### config.mk
export PLATFORM = sky130hd
export DESIGN_NAME = gpf_top
export DESIGN_NICKNAME = d
export VERILOG_FILES = /design/src/gpf_pkg.sv /design/src/gpf_top.sv /design/src/gpf_sync.sv /design/src/gpf_edge.sv
export SDC_FILE = /design/constraint.sdc
export NUM_CORES = 1
export LEC_CHECK = 0
export BUFFER_PORTS_ARGS = -buffer_cell sky130_fd_sc_hd__clkbuf_2
export CORE_ASPECT_RATIO = 0.6
export CORE_MARGIN = 2
export CORE_UTILIZATION = 52
export DETAILED_ROUTE_END_ITERATION = 10
export PLACE_DENSITY = 0.92
export SETUP_SLACK_MARGIN = 0.5
export SYNTH_ARGS = -nofsm -noshare
export SYNTH_HDL_FRONTEND = slang
export SYNTH_SLANG_ARGS = --single-unit
### constraint.sdc
create_clock -name clk_i -period 3.9 [get_ports clk_i]
set_input_delay 0.195 -clock clk_i [delete_from_list [all_inputs] [get_ports clk_i]]
set_output_delay 0.195 -clock clk_i [all_outputs]
set_load 0.01 [all_outputs]
### src/gpf_pkg.sv
package gpf_pkg;
  localparam int NPIN = 16;
  // Register offsets (word addresses)
  localparam logic [3:0] OFF_DIR = 4'h0;
  localparam logic [3:0] OFF_OUT = 4'h1;
  localparam logic [3:0] OFF_IN = 4'h2;
  localparam logic [3:0] OFF_IRQEN = 4'h3;
  localparam logic [3:0] OFF_POL = 4'h4;
  localparam logic [3:0] OFF_FSEL = 4'h5;
  localparam logic [3:0] OFF_STAT = 4'h6;
  localparam logic [3:0] OFF_MASK = 4'h7;
  // Field positions in the function select register
  localparam int FS_GP0_OUT = 0;
  localparam int FS_GP0_EVT = 1;
  localparam int FS_GP8_IO = 2;
  // Reset values
  localparam logic [15:0] DIR_RST = 16'h0000;
  localparam logic [15:0] OUT_RST = 16'h0000;
  localparam logic [7:0] IRQEN_RST = 8'h00;
  localparam logic [3:0] POL_RST = 4'h0;
  localparam logic [2:0] FSEL_RST = 3'h0;
  localparam logic [3:0] STAT_RST = 4'h0;
  localparam logic [3:0] MASK_RST = 4'h0;
  localparam logic [31:0] BAD_ADDR_DATA = 32'hdeadbeef;
  // PCI pin roles, index is pin-9
  localparam logic [6:0] PCI_OUT_PINS = 7'h14; // pins 11, 13
  localparam logic [6:0] PCI_BIDIR_PINS = 7'h02; // pin 10

  typedef struct packed {
    logic [3:0] address;
    logic read;
    logic write;
    logic [31:0] writedata;
  } gpf_av_req_t;

  typedef struct packed {
    logic [31:0] readdata;
    logic waitrequest;
  } gpf_av_rsp_t;

  typedef struct packed {
    logic [15:0] o;
    logic [15:0] oe;
  } gpf_pad_out_t;
endpackage : gpf_pkg

### src/gpf_top.sv
`timescale 1ns/1ps
// What this block does
// RQ1: After reset pins 4 to 7 are inputs with no drive.
// RQ2: Irq enable bits 7:4 turn pins 4 to 7 into edge interrupt sources.
// RQ3: One polarity bit per interrupt pin picks its active edge.
// RQ4: A pin used as interrupt source never drives.
// RQ5: Pins 9 to 15 idle after reset; later GPIO or PCI sideband.
// RQ6: PCI mode fixes directions: inputs, outputs 11 and 13, bidir 10. Code drives 11 and 13 only while their pci_oe_i bit is set, as for 10.
// RQ7: Pin 3 is an input after reset.
// RQ8: Pin 0 input by default; may be output or event output.
// RQ9: Pin 8 defaults to serial clock input; may become GPIO 8.
// RQ10: Board strap chooses PCI or host-port plus GPIO 9 to 15.
// RQ11: Interrupt inputs are synchronised; one event per qualifying edge.
module gpf_top (
  input wire logic clk_i,
  input wire logic arst_n_i,
  input wire logic [3:0] avs_address_i,
  input wire logic avs_read_i,
  input wire logic avs_write_i,
  input wire logic [31:0] avs_writedata_i,
  output logic [31:0] avs_readdata_o,
  output logic avs_waitrequest_o,
  output logic irq_o,
  input wire logic pci_strap_i,
  input wire logic [15:0] pad_i,
  output logic [15:0] pad_o,
  output logic [15:0] pad_oe_o,
  output logic [6:0] pci_in_o,
  input wire logic [6:0] pci_out_i,
  input wire logic [6:0] pci_oe_i,
  output logic serial2_ext_clock_in_o,
  output logic [3:0] external_irq_event_o
);
  typedef struct packed {
    logic strap_cap;
    logic pci_mode;
    logic [15:0] dir;
    logic [15:0] dout;
    logic [7:0] irq_enable_bits;
    logic [3:0] external_irq_polarity;
    logic [2:0] fsel;
    logic [3:0] stat;
    logic [3:0] mask;
    logic ack;
    logic [31:0] rdata;
    logic general_event_output;
  } gpf_st_t;

  gpf_st_t st_reg;
  gpf_st_t st_next;
  logic [1:0] rsync_reg;
  logic rst_n;
  logic [15:0] pin_sync;
  logic [3:0] evt;
  logic [3:0] irq_sel;
  gpf_pkg::gpf_av_req_t req;
  gpf_pkg::gpf_pad_out_t pad;
  logic wr_hit;
  logic rd_hit;

  // Reset release through two flops; kept out of the state struct since it resets on the raw pin
  always_ff @(posedge clk_i or negedge arst_n_i) begin
    if (!arst_n_i) begin
      rsync_reg <= 2'h0;
    end else begin
      rsync_reg <= {rsync_reg[0], 1'b1};
    end
  end
  assign rst_n = rsync_reg[1];

  assign req.address = avs_address_i;
  assign req.read = avs_read_i;
  assign req.write = avs_write_i;
  assign req.writedata = avs_writedata_i;

  gpf_sync #(
    .W(16)
  ) u_sync (
    .clk_i(clk_i),
    .rst_n_i(rst_n),
    .d_i(pad_i),
    .q_o(pin_sync)
  );

  assign irq_sel = st_reg.irq_enable_bits[7:4];

  for (genvar k = 0; k < 4; k++) begin : g_edge
    gpf_edge u_edge (
      .clk_i(clk_i),
      .rst_n_i(rst_n),
      .lvl_i(pin_sync[4+k]), // [RQ11]
      .pol_i(st_reg.external_irq_polarity[k]),
      .en_i(irq_sel[k]),
      .evt_o(evt[k])
    );
  end

  // Single-cycle answer: wait asserted only in the request's first cycle
  // Writes land only at the edge where waitrequest is seen low
  assign wr_hit = req.write & st_reg.ack;
  assign rd_hit = req.read & ~st_reg.ack;

  always_comb begin
    st_next = st_reg;
    st_next.ack = (req.read | req.write) & ~st_reg.ack;
    // Strap caught once after reset release; board pulldown means non-PCI
    if (!st_reg.strap_cap) begin
      st_next.strap_cap = 1'b1;
      st_next.pci_mode = pci_strap_i; // [RQ10]
    end
    // Hardware set wins over a software clear in the same cycle
    st_next.stat = st_reg.stat;
    if (wr_hit && req.address == gpf_pkg::OFF_STAT) begin
      st_next.stat = st_reg.stat & ~req.writedata[3:0];
    end
    st_next.stat = st_next.stat | evt;
    st_next.general_event_output = |(st_reg.stat & st_reg.mask); // [RQ8]
    if (wr_hit) begin
      case (req.address)
        gpf_pkg::OFF_DIR: st_next.dir = req.writedata[15:0];
        gpf_pkg::OFF_OUT: st_next.dout = req.writedata[15:0];
        gpf_pkg::OFF_IRQEN: st_next.irq_enable_bits = req.writedata[7:0]; // [RQ2]
        gpf_pkg::OFF_POL: st_next.external_irq_polarity = req.writedata[3:0]; // [RQ3]
        gpf_pkg::OFF_FSEL: st_next.fsel = req.writedata[2:0];
        gpf_pkg::OFF_MASK: st_next.mask = req.writedata[3:0];
        default: st_next.dir = st_reg.dir;
      endcase
    end
    if (rd_hit) begin
      case (req.address)
        gpf_pkg::OFF_DIR: st_next.rdata = {16'h0000, st_reg.dir};
        gpf_pkg::OFF_OUT: st_next.rdata = {16'h0000, st_reg.dout};
        gpf_pkg::OFF_IN: st_next.rdata = {16'h0000, pin_sync};
        gpf_pkg::OFF_IRQEN: st_next.rdata = {24'h000000, st_reg.irq_enable_bits};
        gpf_pkg::OFF_POL: st_next.rdata = {28'h0000000, st_reg.external_irq_polarity};
        gpf_pkg::OFF_FSEL: st_next.rdata = {28'h0000000, st_reg.pci_mode, st_reg.fsel};
        gpf_pkg::OFF_STAT: st_next.rdata = {28'h0000000, st_reg.stat};
        gpf_pkg::OFF_MASK: st_next.rdata = {28'h0000000, st_reg.mask};
        default: st_next.rdata = gpf_pkg::BAD_ADDR_DATA;
      endcase
    end
  end

  always_ff @(posedge clk_i or negedge rst_n) begin
    if (!rst_n) begin
      st_reg.strap_cap <= 1'b0;
      st_reg.pci_mode <= 1'b0;
      st_reg.dir <= gpf_pkg::DIR_RST; // [RQ1] [RQ5] [RQ7]
      st_reg.dout <= gpf_pkg::OUT_RST;
      st_reg.irq_enable_bits <= gpf_pkg::IRQEN_RST;
      st_reg.external_irq_polarity <= gpf_pkg::POL_RST;
      st_reg.fsel <= gpf_pkg::FSEL_RST; // [RQ8] [RQ9]
      st_reg.stat <= gpf_pkg::STAT_RST;
      st_reg.mask <= gpf_pkg::MASK_RST;
      st_reg.ack <= 1'b0;
      st_reg.rdata <= 32'h00000000;
      st_reg.general_event_output <= 1'b0;
    end else begin
      st_reg.strap_cap <= st_next.strap_cap;
      st_reg.pci_mode <= st_next.pci_mode;
      st_reg.dir <= st_next.dir;
      st_reg.dout <= st_next.dout;
      st_reg.irq_enable_bits <= st_next.irq_enable_bits;
      st_reg.external_irq_polarity <= st_next.external_irq_polarity;
      st_reg.fsel <= st_next.fsel;
      st_reg.stat <= st_next.stat;
      st_reg.mask <= st_next.mask;
      st_reg.ack <= st_next.ack;
      st_reg.rdata <= st_next.rdata;
      st_reg.general_event_output <= st_next.general_event_output;
    end
  end

  // Pad drive
  always_comb begin
    pad.o = st_reg.dout;
    pad.oe = 16'h0000;
    // Pin 0: input unless output or event output selected
    if (st_reg.fsel[gpf_pkg::FS_GP0_EVT]) begin
      pad.o[0] = st_reg.general_event_output; // [RQ8]
      pad.oe[0] = 1'b1;
    end else if (st_reg.fsel[gpf_pkg::FS_GP0_OUT]) begin
      pad.oe[0] = 1'b1; // [RQ8]
    end
    pad.oe[3:1] = st_reg.dir[3:1]; // [RQ7]
    // Interrupt source pins never drive
    pad.oe[7:4] = st_reg.dir[7:4] & ~irq_sel; // [RQ1] [RQ4]
    pad.oe[8] = st_reg.fsel[gpf_pkg::FS_GP8_IO] & st_reg.dir[8]; // [RQ9]
    if (st_reg.pci_mode) begin
      pad.o[15:9] = pci_out_i;
      pad.oe[15:9] = pci_oe_i & (gpf_pkg::PCI_OUT_PINS | gpf_pkg::PCI_BIDIR_PINS); // [RQ6]
    end else begin
      pad.oe[15:9] = st_reg.dir[15:9]; // [RQ5]
    end
  end

  assign pad_o = pad.o;
  assign pad_oe_o = pad.oe;
  assign pci_in_o = st_reg.pci_mode ? pin_sync[15:9] : 7'h00;
  assign serial2_ext_clock_in_o = st_reg.fsel[gpf_pkg::FS_GP8_IO] ? 1'b0 : pin_sync[8]; // [RQ9]
  assign external_irq_event_o = evt;
  assign irq_o = |(st_reg.stat & st_reg.mask);
  assign avs_waitrequest_o = (avs_read_i | avs_write_i) & ~st_reg.ack;
  assign avs_readdata_o = st_reg.rdata;

  a_irq_pins_quiet: assert property (@(posedge clk_i) disable iff (!rst_n)
    (pad_oe_o[7:4] & irq_sel) == 4'h0) else $error("interrupt pin driven"); // [RQ4]
  a_event_sets_stat: assert property (@(posedge clk_i) disable iff (!rst_n)
    evt[0] |=> st_reg.stat[0]) else $error("event lost"); // [RQ11]
  a_disabled_no_evt: assert property (@(posedge clk_i) disable iff (!rst_n)
    !irq_sel[1] |-> !evt[1]) else $error("event while disabled"); // [RQ2]
  a_rise_detect: assert property (@(posedge clk_i) disable iff (!rst_n)
    irq_sel[0] && !st_reg.external_irq_polarity[0] && $rose(pin_sync[4]) && $stable(irq_sel[0])
    |-> evt[0]) else $error("rising edge missed"); // [RQ3]
  a_pci_in_only: assert property (@(posedge clk_i) disable iff (!rst_n)
    st_reg.pci_mode |-> (pad_oe_o[15:9] & ~(gpf_pkg::PCI_OUT_PINS | gpf_pkg::PCI_BIDIR_PINS)) == 7'h00)
    else $error("PCI input pin driven"); // [RQ6]
  a_gp8_serial: assert property (@(posedge clk_i) disable iff (!rst_n)
    !st_reg.fsel[gpf_pkg::FS_GP8_IO] |-> !pad_oe_o[8]) else $error("pin 8 driven in clock mode"); // [RQ9]
  a_gp0_default: assert property (@(posedge clk_i) disable iff (!rst_n)
    st_reg.fsel[1:0] == 2'h0 |-> !pad_oe_o[0]) else $error("pin 0 driven by default"); // [RQ8]
  a_gp3_follow: assert property (@(posedge clk_i) disable iff (!rst_n)
    pad_oe_o[3] == st_reg.dir[3]) else $error("pin 3 drive mismatch"); // [RQ7]
  a_bus_answer: assert property (@(posedge clk_i) disable iff (!rst_n)
    (avs_read_i && avs_waitrequest_o) |=> (avs_read_i |-> !avs_waitrequest_o))
    else $error("bus answer late"); // single-cycle bus answer
  c_evt_any: cover property (@(posedge clk_i) disable iff (!rst_n) |evt);
  c_irq_out: cover property (@(posedge clk_i) disable iff (!rst_n) irq_o);
  c_pci_mode: cover property (@(posedge clk_i) disable iff (!rst_n) st_reg.pci_mode);
endmodule : gpf_top

### src/gpf_sync.sv
`timescale 1ns/1ps
module gpf_sync #(
  parameter int W = 1
) (
  input wire logic clk_i,
  input wire logic rst_n_i,
  input wire logic [W-1:0] d_i,
  output logic [W-1:0] q_o
);
  typedef struct packed {
    logic [W-1:0] s1;
    logic [W-1:0] s2;
  } gpf_sync_st_t;
  gpf_sync_st_t st_reg;
  gpf_sync_st_t st_next;

  always_comb begin
    st_next.s1 = d_i;
    st_next.s2 = st_reg.s1;
  end

  always_ff @(posedge clk_i or negedge rst_n_i) begin
    if (!rst_n_i) begin
      st_reg <= '0;
    end else begin
      st_reg <= st_next;
    end
  end

  assign q_o = st_reg.s2;
endmodule : gpf_sync

### src/gpf_edge.sv
`timescale 1ns/1ps
module gpf_edge (
  input wire logic clk_i,
  input wire logic rst_n_i,
  input wire logic lvl_i,
  input wire logic pol_i,
  input wire logic en_i,
  output logic evt_o
);
  typedef struct packed {
    logic prev;
  } gpf_edge_st_t;
  gpf_edge_st_t st_reg;
  gpf_edge_st_t st_next;
  logic rise;
  logic fall;

  always_comb begin
    st_next.prev = lvl_i;
  end

  always_ff @(posedge clk_i or negedge rst_n_i) begin
    if (!rst_n_i) begin
      st_reg <= '0;
    end else begin
      st_reg <= st_next;
    end
  end

  // Edge, not level; one pulse per edge [RQ2] [RQ11]
  assign rise = lvl_i & ~st_reg.prev;
  assign fall = ~lvl_i & st_reg.prev;
  assign evt_o = en_i & (pol_i ? fall : rise); // [RQ3]

  a_edge_one_pulse: assert property (@(posedge clk_i) disable iff (!rst_n_i)
    evt_o |=> !evt_o) else $error("edge event longer than one cycle"); // [RQ11]
endmodule : gpf_edge

# Yosys cells after proc, flatten, opt, wreduce, memory -nomap -nowiden

Cells that the tools add are included.

Register bits: 129
Bits in latches: 0
Bits in writable memories: 0
Bits in read-only memories: 0
Input bits: 71
Output and inout bits: 78
Logic and storage cells: 80
Memories: 0

Add/subtract/negate cells: 0
$mul: 0
Div/mod/pow operators: 0
$lt $le $gt $ge: 0
Eq/ne operators: 7
Shift operators: 0
Multiplexer cells: 13
Bitwise operators: 32
Reductions and logical operators: 9

Operators by type and width:

| operator                                                               | count |
|---|---|
| 32-bit case mux with 8 select lines                                    | 1 |
| 7-bit 2-to-1 mux                                                       | 3 |
| 1-bit bitwise AND                                                      | 16 |
| 4-bit by 3-bit equality test with 1-bit output (second input constant) | 4 |
| 4-bit bitwise AND                                                      | 3 |
| 2-bit AND reduction                                                    | 6 |
| 1-bit NOT                                                              | 9 |
| 4-bit by 2-bit equality test with 1-bit output (second input constant) | 2 |
| 1-bit 2-to-1 mux                                                       | 8 |
| 4-bit NOT                                                              | 2 |
| 4-bit by 1-bit equality test with 1-bit output (second input constant) | 1 |
| 4-bit zero test                                                        | 1 |
| 4-bit 2-to-1 mux                                                       | 1 |
| 4-bit OR                                                               | 1 |
| 4-bit OR reduction                                                     | 1 |
| 1-bit logical AND                                                      | 1 |
| 1-bit OR                                                               | 1 |

# Logic depth before layout (Yosys ltp)

Gate-level depths: netlist (run 1).

Word-level depth: 5
Mapped depth: 7
Depth with buffers taken out: 4

# By module

Synthesis (run 1) repeated with hierarchy kept, for this count alone.

Cells, all modules: 402
Area total of the unflattened synthesis: 5109.9 um^2

Modules (own cells, without submodules):

| module   | instances | cells each | area an instance (um^2) | sequential area each (um^2) |
|---|---|---|---|---|
| gpf_top  | 1         | 354        | 4113.9                  | 1951.9 |
| gpf_sync | 1         | 32         | 800.8                   | 800.8 |
| gpf_edge | 4         | 4          | 48.8                    | 25.0 |

# Worst setup path after synthesis (run 1)

OpenSTA, ideal clock, no wires.

Path type: input port to flip-flop
Start point: in avs_address_i[2]
End point: reg st_reg[79] (netlist bit)
Arrival time: 1.355 ns
Data required time: 3.775 ns
Slack: 2.420 ns
Cell stages on the path: 6
Cell sequence: buf_2 > nor4_4 > and2b_1 > buf_6 > buf_12 > mux2_4

Word-level cells in the longest chain between the ends: 2

Ends and longest elaborated chain:

| what                                 | line           | RTL |
|---|---|---|
| from (decl)                          | gpf_top.sv:17  | `input wire logic [3:0] avs_address_i,` |
| 4-bit zero test                      | gpf_top.sv:119 | `case (req.address)` |
| 2-bit AND reduction (no source line) | --             |  |
| to (decl)                            | gpf_top.sv:49  | `gpf_st_t st_reg;` |

Every way passes these cells.
A chain may end at the register's enable or synchronous reset.

# Worst setup path after layout (run 1)

Start point: in avs_address_i[2]
End point: reg st_reg[86] (netlist bit)

The elaborated chain is that of the path after synthesis.

==> metrics.log, run 1 <==
INFO  metric status = finished, final reports clean
INFO  metric drt_first_pass_iters = 4
INFO  metric most_frequent_cells_in_the_layout = 123 x sky130_fd_sc_hd__clkbuf_2, 113 x sky130_fd_sc_hd__dfrtp_1, 61 x sky130_fd_sc_hd__mux2_2
INFO  metric grt_remaining_overflow = 0
INFO  metric fillerInstances = roughly 740
INFO  metric clkSlewWorstSetupHoldPaths = 0.05 ns
INFO  metric finClkSkew = 0.00557 ns
INFO  metric fmax = 0.474 GHz
INFO  metric p_leak = about 0.0030 uW
INFO  metric vias_in_the_first_global_route = ~3,700
INFO  metric numPortBuffers = roughly 120
INFO  metric post-route-period-util = 54.1%
INFO  metric maxSlewViolCount = 0
INFO  metric start_util = 53.3%
INFO  metric avgViaCountPerCell = 5.38
INFO  metric clock_path_buffers = 2
INFO  metric synth-main-ff-cell = sky130_fd_sc_hd__dfrtp_1
INFO  metric cts_max_level = 4
INFO  metric hold_path.class = input port to register
INFO  metric largest_register_ff_count = between 40 and 50
INFO  metric postLayoutCellArea = 6450 um^2
INFO  metric grt_antenna_before_repair = 0
INFO  metric num_rows = 28
INFO  metric timing.hold.worst_path_depth = 2
INFO  metric end_kind = register
INFO  metric grt_use_met1 = between 30% and 40%
INFO  metric ff2ff_path_depth = 4
INFO  metric setup_viol_count_final = 0
INFO  metric tritoncts.num_buffers = 17
INFO  metric drc_errors = 0
INFO  metric clock_latency_on_the_worst_skew_pair = around 0.4 ns
INFO  metric crit_arrival = 2.40 ns
INFO  metric worstPathMaxFanout = 25
INFO  metric max-cap-violations = 0
INFO  metric busiest_layer = met2
INFO  metric final_layout_size_suffix_gt1_share = between 40% and 50%
INFO  metric drt.antenna.violating_nets = 0
INFO  metric finalHoldViolCount = 0
INFO  metric critical_path_start_end_classification = input port to register
INFO  metric worst_slew_margin_rel = 40.4%
INFO  metric tritoncts = yes
INFO  metric postSynthCellCount = 404
INFO  metric share_of_the_yosys_chip_area_belonging_to_registers = 54.5%
INFO  metric synth.cell_area = 5230 um^2
INFO  metric ys_seq_elements = between 100 and 150
INFO  metric vias = 3,536
INFO  metric totalWireLength = 12,500 um
INFO  metric totalNegativeSetupSlack = 0 ns
INFO  metric worst_setup_path_start_kind = input port
INFO  metric synth-edff-count = 0
INFO  metric hpwl = about 8600 um
INFO  metric aggregate_global_route_resource_usage = about a quarter
INFO  metric tritoncts_num_sinks = 114
INFO  metric cts_root_buf = sky130_fd_sc_hd__clkbuf_16
INFO  metric detailedRoute.firstIterationViolations = 239
INFO  metric grt.met3_usage = 7.84%
INFO  metric worst_ep_required_time = 4.19 ns
INFO  metric ys_warn_count = 0
INFO  metric worst_slew_pin_slew = a little under 0.9 ns
INFO  metric num_io_pins = about 150
INFO  metric num-nets-final = slightly below 600
INFO  metric period_minus_ws_final = ~2.1 ns
INFO  metric asyncSetResetFlopFracSynth = 100%
INFO  metric met2_usage = 38.7%
INFO  metric gp_routability_congestion = 0.847
INFO  metric synthesis_to_finish_area_growth = 23.3%
INFO  metric irDropWorstVdd = approximately 0.35 mV
INFO  metric power_per_cell_area = 608 nW/um^2
INFO  metric diodes = 0
INFO  metric layout.cells.most_common = sky130_fd_sc_hd__clkbuf_2
INFO  metric avgSynthCellArea = 13.0 um^2
INFO  metric die_width = 134 um
INFO  metric rsz0062_at_grt = false
INFO  metric yosys.cell_types.count = 46
INFO  metric chipHeight = 81.7 um
INFO  metric design.die.area = 10,900 um^2
INFO  metric core_region_area = 9810 um^2
INFO  metric post_dp_cell_area = 5610 um^2
INFO  metric grt_first_pass_wirelength = around 20,000 um
INFO  metric maximum_number_of_pins_on_one_net_before_global_route_repair = 71
INFO  metric wire_per_inst = 19.0 um
## cells in the mapped netlist (2+ instances only)
master                     number  share of area [%]
sky130_fd_sc_hd__dfrtp_1      114                 55
sky130_fd_sc_hd__mux2_2        61                 13
sky130_fd_sc_hd__buf_4         49                7.0
sky130_fd_sc_hd__nand2_1       22                1.6
sky130_fd_sc_hd__nor2_1        11               0.79
sky130_fd_sc_hd__a22oi_1       10                1.4
sky130_fd_sc_hd__mux2_4        10                2.9
sky130_fd_sc_hd__nor2b_1       10                1.2
sky130_fd_sc_hd__nand3b_1       9                1.3
sky130_fd_sc_hd__and2_1         8               0.96
sky130_fd_sc_hd__a21oi_1        7               0.67
sky130_fd_sc_hd__buf_2          7               0.67
sky130_fd_sc_hd__o211ai_1       7                1.0
sky130_fd_sc_hd__o21ai_0        7               0.67
sky130_fd_sc_hd__nand2b_1       6               0.72
sky130_fd_sc_hd__o21a_1         6               0.86
sky130_fd_sc_hd__a21o_1         5               0.72
sky130_fd_sc_hd__clkbuf_1       5               0.36
sky130_fd_sc_hd__a21boi_0       4               0.57
sky130_fd_sc_hd__a221oi_1       4               0.67
sky130_fd_sc_hd__mux2i_1        4               0.77
sky130_fd_sc_hd__a22o_1         3               0.50
sky130_fd_sc_hd__a31oi_1        3               0.36
sky130_fd_sc_hd__buf_6          3               0.65
sky130_fd_sc_hd__mux4_2         3                1.3
sky130_fd_sc_hd__and2b_1        2               0.29
sky130_fd_sc_hd__conb_1         2               0.14
sky130_fd_sc_hd__nand3_1        2               0.19
sky130_fd_sc_hd__nor2_2         2               0.24
sky130_fd_sc_hd__nor4_4         2               0.81
## kinds of logic (layout without fill, tap and decap cells)
group           count (synthesis)  count (layout)  share of synthesized area (%)
mux                            78              78                           18.1
other cells                     2               7                          0.144
simple gates                   85              85                           10.0
compound gates                 60              60                           8.15
flops                         114             114                           54.5
buf+inv                        65             178                           9.09
## where the power goes
| part | switching, uW | internal [uW] | total, uW | leakage [uW] |
|---|---|---|---|---|
| Combinational | 292 | 340 | 633 | 0.00133 |
| Sequential | 174 | 1370 | 1550 | 0.00139 |
| Clock | 520 | 1220 | 1740 | 0.000327 |
## worst max-delay path: stages
cell                       delay [ns]
sky130_fd_sc_hd__clkbuf_2        0.38
sky130_fd_sc_hd__nor4_4          0.52
sky130_fd_sc_hd__and2b_1         0.65
sky130_fd_sc_hd__buf_4           0.33
sky130_fd_sc_hd__mux2_4          0.32
## what timing repair did
item / CTS / global route
gates resized for setup: 0 / 0
endpoints found under the hold margin: 18 / 0
hold buffers: 17 / 0
buffers inserted: 0 / 0
## worst paths after layout
kind	slack [ns]	startpoint	to
worst max-delay path	1.79	avs_address_i[2]	st_reg[86]
worst min-delay path	0.03	pci_strap_i	st_reg[89]
worst max register to register	1.84	st_reg[33]	st_reg[86]
worst min register to register	0.34	u_sync.st_next[9]	u_sync.q_o[9]
max in group asynchronous	2.53	rsync_reg[1]	st_reg[81]
min in group asynchronous	0.10	arst_n_i	rsync_reg[1]
## area by class of cell
cell class                 instances  area [um^2]  area share, %
sequential                       114         2860           44.3
timing repair buffer             146          831           12.9
clock inverter                     8          171           2.66
multi-input combinational        230         1920           29.8
tap                              135          169           2.62
clock buffer                      24          502           7.78
## stage by stage
step | hold slack [ns] | utilization, % | std cells | setup slack (ns) | power [uW]
finish | 0.0280 | 65.8 | 657 | 1.79 | 3920
global route | 0.0135 | 65.8 | 657 | 1.74 | 4080
CTS | 0.0151 | 65.8 | 657 | 1.82 | 3940
detailed placement | -0.0165 | 57.2 | 608 | 1.38 | 2180
global placement | -0.0195 | 57.2 | 608 | 1.43 | 2140
floorplan | -0.101 | - | 409 | 1.99 | 2010
## metal layers
metal / share of wire [%] / vias up
met2: 48 / 151
met1: 43 / 1772
li1: - / 1600
met4: 0.99 / 0
met3: 8.4 / 13
met5: 0 / -
Power figures use the tool's default switching activity.
==> run 2: changes to the inputs <==
--- a/config.mk
+++ b/config.mk
@@ -8,9 +8,9 @@
 export BUFFER_PORTS_ARGS = -buffer_cell sky130_fd_sc_hd__clkbuf_2
 export CORE_ASPECT_RATIO = 0.6
 export CORE_MARGIN = 2
-export CORE_UTILIZATION = 52
+export CORE_UTILIZATION = 47
 export DETAILED_ROUTE_END_ITERATION = 10
-export PLACE_DENSITY = 0.92
+export PLACE_DENSITY = 0.88
 export SETUP_SLACK_MARGIN = 0.5
 export SYNTH_ARGS = -nofsm -noshare
 export SYNTH_HDL_FRONTEND = slang
==> constraint.sdc (replaced) <==
create_clock -name clk_i -period 1.7 [get_ports clk_i]
set_input_delay 0.085 -clock clk_i [delete_from_list [all_inputs] [get_ports clk_i]]
set_output_delay 0.085 -clock clk_i [all_outputs]
set_load 0.01 [all_outputs]
==> run 2 against run 1 <==
Against the previous run: non-clock buffer count grew 87; setup slack lost 1.7 ns; first-iteration DRC count grew 29%; sequential cell count is the same; final cell count grew 14%; die area grew 10%; power grew 130%; largest cell class unchanged; highest routed layer unchanged.
==> metrics.log, run 2 (synthesis results as in run 1) <==
INFO  metric num_io_pins = 149 (unchanged)
INFO  metric irDropWorstVdd = 0.903 mV (+160%)
INFO  metric vias_in_the_first_global_route = 4,250 (+15%)
INFO  metric grt_antenna_before_repair = 0 (unchanged)
INFO  metric wire_per_inst = 21.7 um (+14%)
INFO  metric clkSlewWorstSetupHoldPaths = 0.05 ns (about the same)
INFO  metric holdCritStartpoint = avs_writedata_i[3]
INFO  metric finalHoldViolCount = 0 (unchanged)
INFO  metric status = finished, final reports clean
INFO  metric cts_max_level = 4 (unchanged)
INFO  metric cts_root_buf = sky130_fd_sc_hd__clkbuf_16
INFO  metric die_width = 140 um (+5.0%)
INFO  metric synthesis_to_finish_area_growth = 48.0%
INFO  metric worst_path_max_delay_cell = sky130_fd_sc_hd__dfrtp_2
INFO  metric net-switching-power = 2530 uW (+160%)
INFO  metric max-cap-violations = 0 (unchanged)
INFO  metric worst_r2r_endpoint = st_reg[40]
INFO  metric top_delay_family_on_crit_path = flip-flops
INFO  metric aggregate_global_route_resource_usage = 26.1% (+1.5 points)
INFO  metric busiest_layer = met2
INFO  metric diodes = 0 (unchanged)
INFO  metric tritoncts.num_buffers = 17 (unchanged)
INFO  metric p_leak = 0.00371 uW (+22%)
INFO  metric period_minus_ws_final = ~1.6 ns
INFO  metric layout.cells.most_common = sky130_fd_sc_hd__dfrtp_1
INFO  metric grt_remaining_overflow = 0 (unchanged)
INFO  metric hpwl = 9510 um (+11%)
INFO  metric timing.hold.ws = 0.0230 ns (-0.00501 ns)
INFO  metric vias = 4,176 (+18%)
INFO  metric detailedRoute.firstIterationViolations = 308 (+29%)
INFO  metric fmax = 0.640 GHz
INFO  metric met2_usage = 41.0% (+2.3 points)
INFO  metric crit_arrival = 1.48 ns (-0.92 ns)
INFO  metric totalWireLength = 16,200 um (+30%)
INFO  metric final_core_util = 72.3% (+6.6 points)
INFO  metric clock_latency_on_the_worst_skew_pair = 0.41 ns (about the same)
INFO  metric design.die.area = 12,000 um^2 (+10%)
INFO  metric hold_path.class = input port to register
INFO  metric most_frequent_cells_in_the_layout = 109 x sky130_fd_sc_hd__dfrtp_1, 97 x sky130_fd_sc_hd__clkbuf_2, 48 x sky130_fd_sc_hd__mux2_4
INFO  metric grt_first_pass_wirelength = 23,400 um (+19%)
INFO  metric worstPathMaxFanout = 6 (-76%)
INFO  metric num_rows = 29 (+3.6%)
INFO  metric gp_routability_congestion = 0.874 (+3.2%)
INFO  metric rsz0062_at_grt = true
INFO  metric worst_setup_path_start_kind = register
INFO  metric worstHoldEndpoint = st_reg[41]
INFO  metric worst_ep_required_time = 1.62 ns (-2.57 ns)
INFO  metric largest_register_ff_count = 44 (unchanged)
INFO  metric worst_slew_pin_slew = 0.641 ns (-0.253 ns)
INFO  metric power.share.combinational = 24.2% (+8.1 points)
INFO  metric p_sw_share = 27.5% (+2.3 points)
INFO  metric number_of_placed_instances_with_taps_included = 632 (+3.9%)
INFO  metric tritoncts_num_sinks = 114 (unchanged)
INFO  metric final_layout_size_suffix_gt1_share = 57.9% (+11 points)
INFO  metric critical_path_start_end_classification = register to primary output
INFO  metric timing.hold.worst_path_depth = 3 (+1)
INFO  metric startpoint_of_the_lowest_slack_register_to_register_path = st_reg[47]
INFO  metric final_cell_count_no_fill = 747 (+14%)
INFO  metric post-route-period-util = 91.8%
INFO  metric end_kind = primary output
INFO  metric reg2reg_slack = 0.15 ns (-1.69 ns)
INFO  metric worstPathCellList = buf_8 > mux2_2 > clkbuf_2
INFO  metric cpPeakStageDelay = 0.42 ns (-0.23 ns)
INFO  metric critical_path.n_buffers_inverters = 2 (unchanged)
INFO  metric finClkSkew = 0.0129 ns (+0.00735 ns)
INFO  metric grt_use_met1 = 34.7% (+2.3 points)
INFO  metric ff2ff_path_depth = 9 (+5)
INFO  metric core_region_area = 10,700 um^2 (+9.1%)
INFO  metric numPortBuffers = 123 (unchanged)
INFO  metric seqPwrFrac = 38.8% (-0.7 points)
INFO  metric grt.met3_usage = 7.82% (-0.023 points)
INFO  metric worst_slew_margin_rel = 56.8% (+16 points)
INFO  metric chipHeight = 85.7 um (+4.9%)
INFO  metric drt.antenna.violating_nets = 0 (unchanged)
INFO  metric pwr-share-clk = 37.1% (-7.3 points)
INFO  metric power_per_cell_area = 1190 nW/um^2 (+96%)
INFO  metric tritoncts = yes
INFO  metric num-nets-final = 667 (+15%)
INFO  metric maximum_number_of_pins_on_one_net_before_global_route_repair = 40 (-44%)
INFO  metric cellInternalPower = 6670 uW (+130%)
INFO  metric totalNegativeSetupSlack = 0 ns (unchanged)
INFO  metric setup_viol_count_final = 0 (unchanged)
INFO  metric start_util = 48.9% (-4.5 points)
INFO  metric clock_path_buffers = 2 (unchanged)
INFO  metric avgViaCountPerCell = 5.59 (+3.9%)
INFO  metric drc_errors = 0 (unchanged)
INFO  metric drt_first_pass_iters = 5 (+1)
INFO  metric maxSlewViolCount = 0 (unchanged)
run 2: area by class of cell:
| class | count | area, um^2 |
|---|---|---|
| multi-input cells | 230 | 2250 |
| repair buffers | 233 | 1900 |
| fillers | 655 | 2960 |
| flip-flops and latches | 114 | 2860 |
| clock buffers | 25 | 475 |
| well taps | 139 | 174 |
| clock inverters | 6 | 80.1 |
run 2: stage by stage:
stage          power [uW]  worst slack, ns  area, um^2
5_1_grt              9530           0.0933        7740
6_report             9200            0.139        7740
3_3_place_gp         5010            0.166        5870
3_5_place_dp         5110           0.0734        5870
4_1_cts              8900            0.109        7370
2_1_floorplan        4640            0.321        5300
run 2: worst max-delay path by stage:
stage | start | to | slack, ns | depth (start not counted)
2_1_floorplan | st_reg[33] | st_reg[79] | 0.32 | 5
3_3_place_gp | avs_address_i[1] | pad_o[1] | 0.17 | 6
3_5_place_dp | st_reg[33] | st_reg[46] | 0.07 | 3
4_1_cts | g_edge[2].u_edge.st_reg | external_irq_event_o[2] | 0.11 | 3
5_1_grt | u_sync.q_o[6] | external_irq_event_o[2] | 0.09 | 3
6_report | st_reg[89] | pad_o[10] | 0.14 | 3
run 2: worst register-to-register path, stage by stage, from the launching register on:
cell                       delay [ns]
sky130_fd_sc_hd__dfrtp_1         0.38
sky130_fd_sc_hd__buf_4           0.15
sky130_fd_sc_hd__nand3b_1        0.10
sky130_fd_sc_hd__a21boi_2        0.07
sky130_fd_sc_hd__buf_4           0.13
sky130_fd_sc_hd__buf_4           0.12
sky130_fd_sc_hd__buf_4           0.11
sky130_fd_sc_hd__buf_4           0.12
sky130_fd_sc_hd__buf_4           0.12
sky130_fd_sc_hd__a21o_1          0.14
run 2: what timing repair did:
item / CTS / global route
endpoints found under the setup margin: 105 / 107
resized for setup: 74 / 87
endpoints found under the hold margin: 47 / 0
pin swaps: 24 / 17
gates cloned: 1 / 2
buffers inserted: 40 / 10
hold buffers: 31 / 0
run 2: per-layer routing:
layer | vias to the layer above | wire length (um)
met3 | 33 | 1400
li1 | 1774 | -
met5 | - | 0
met2 | 209 | 7570
met4 | 0 | 390
met1 | 2160 | 6840
run 2: power groups by stage:
stage,Sequential (uW),Clock [uW],Combinational (uW)
3_5_place_dp,3570,0,1540
3_3_place_gp,3520,0,1490
6_report,3570,3410,2220
5_1_grt,3610,3570,2360
2_1_floorplan,3450,0,1200
4_1_cts,3520,3430,1950
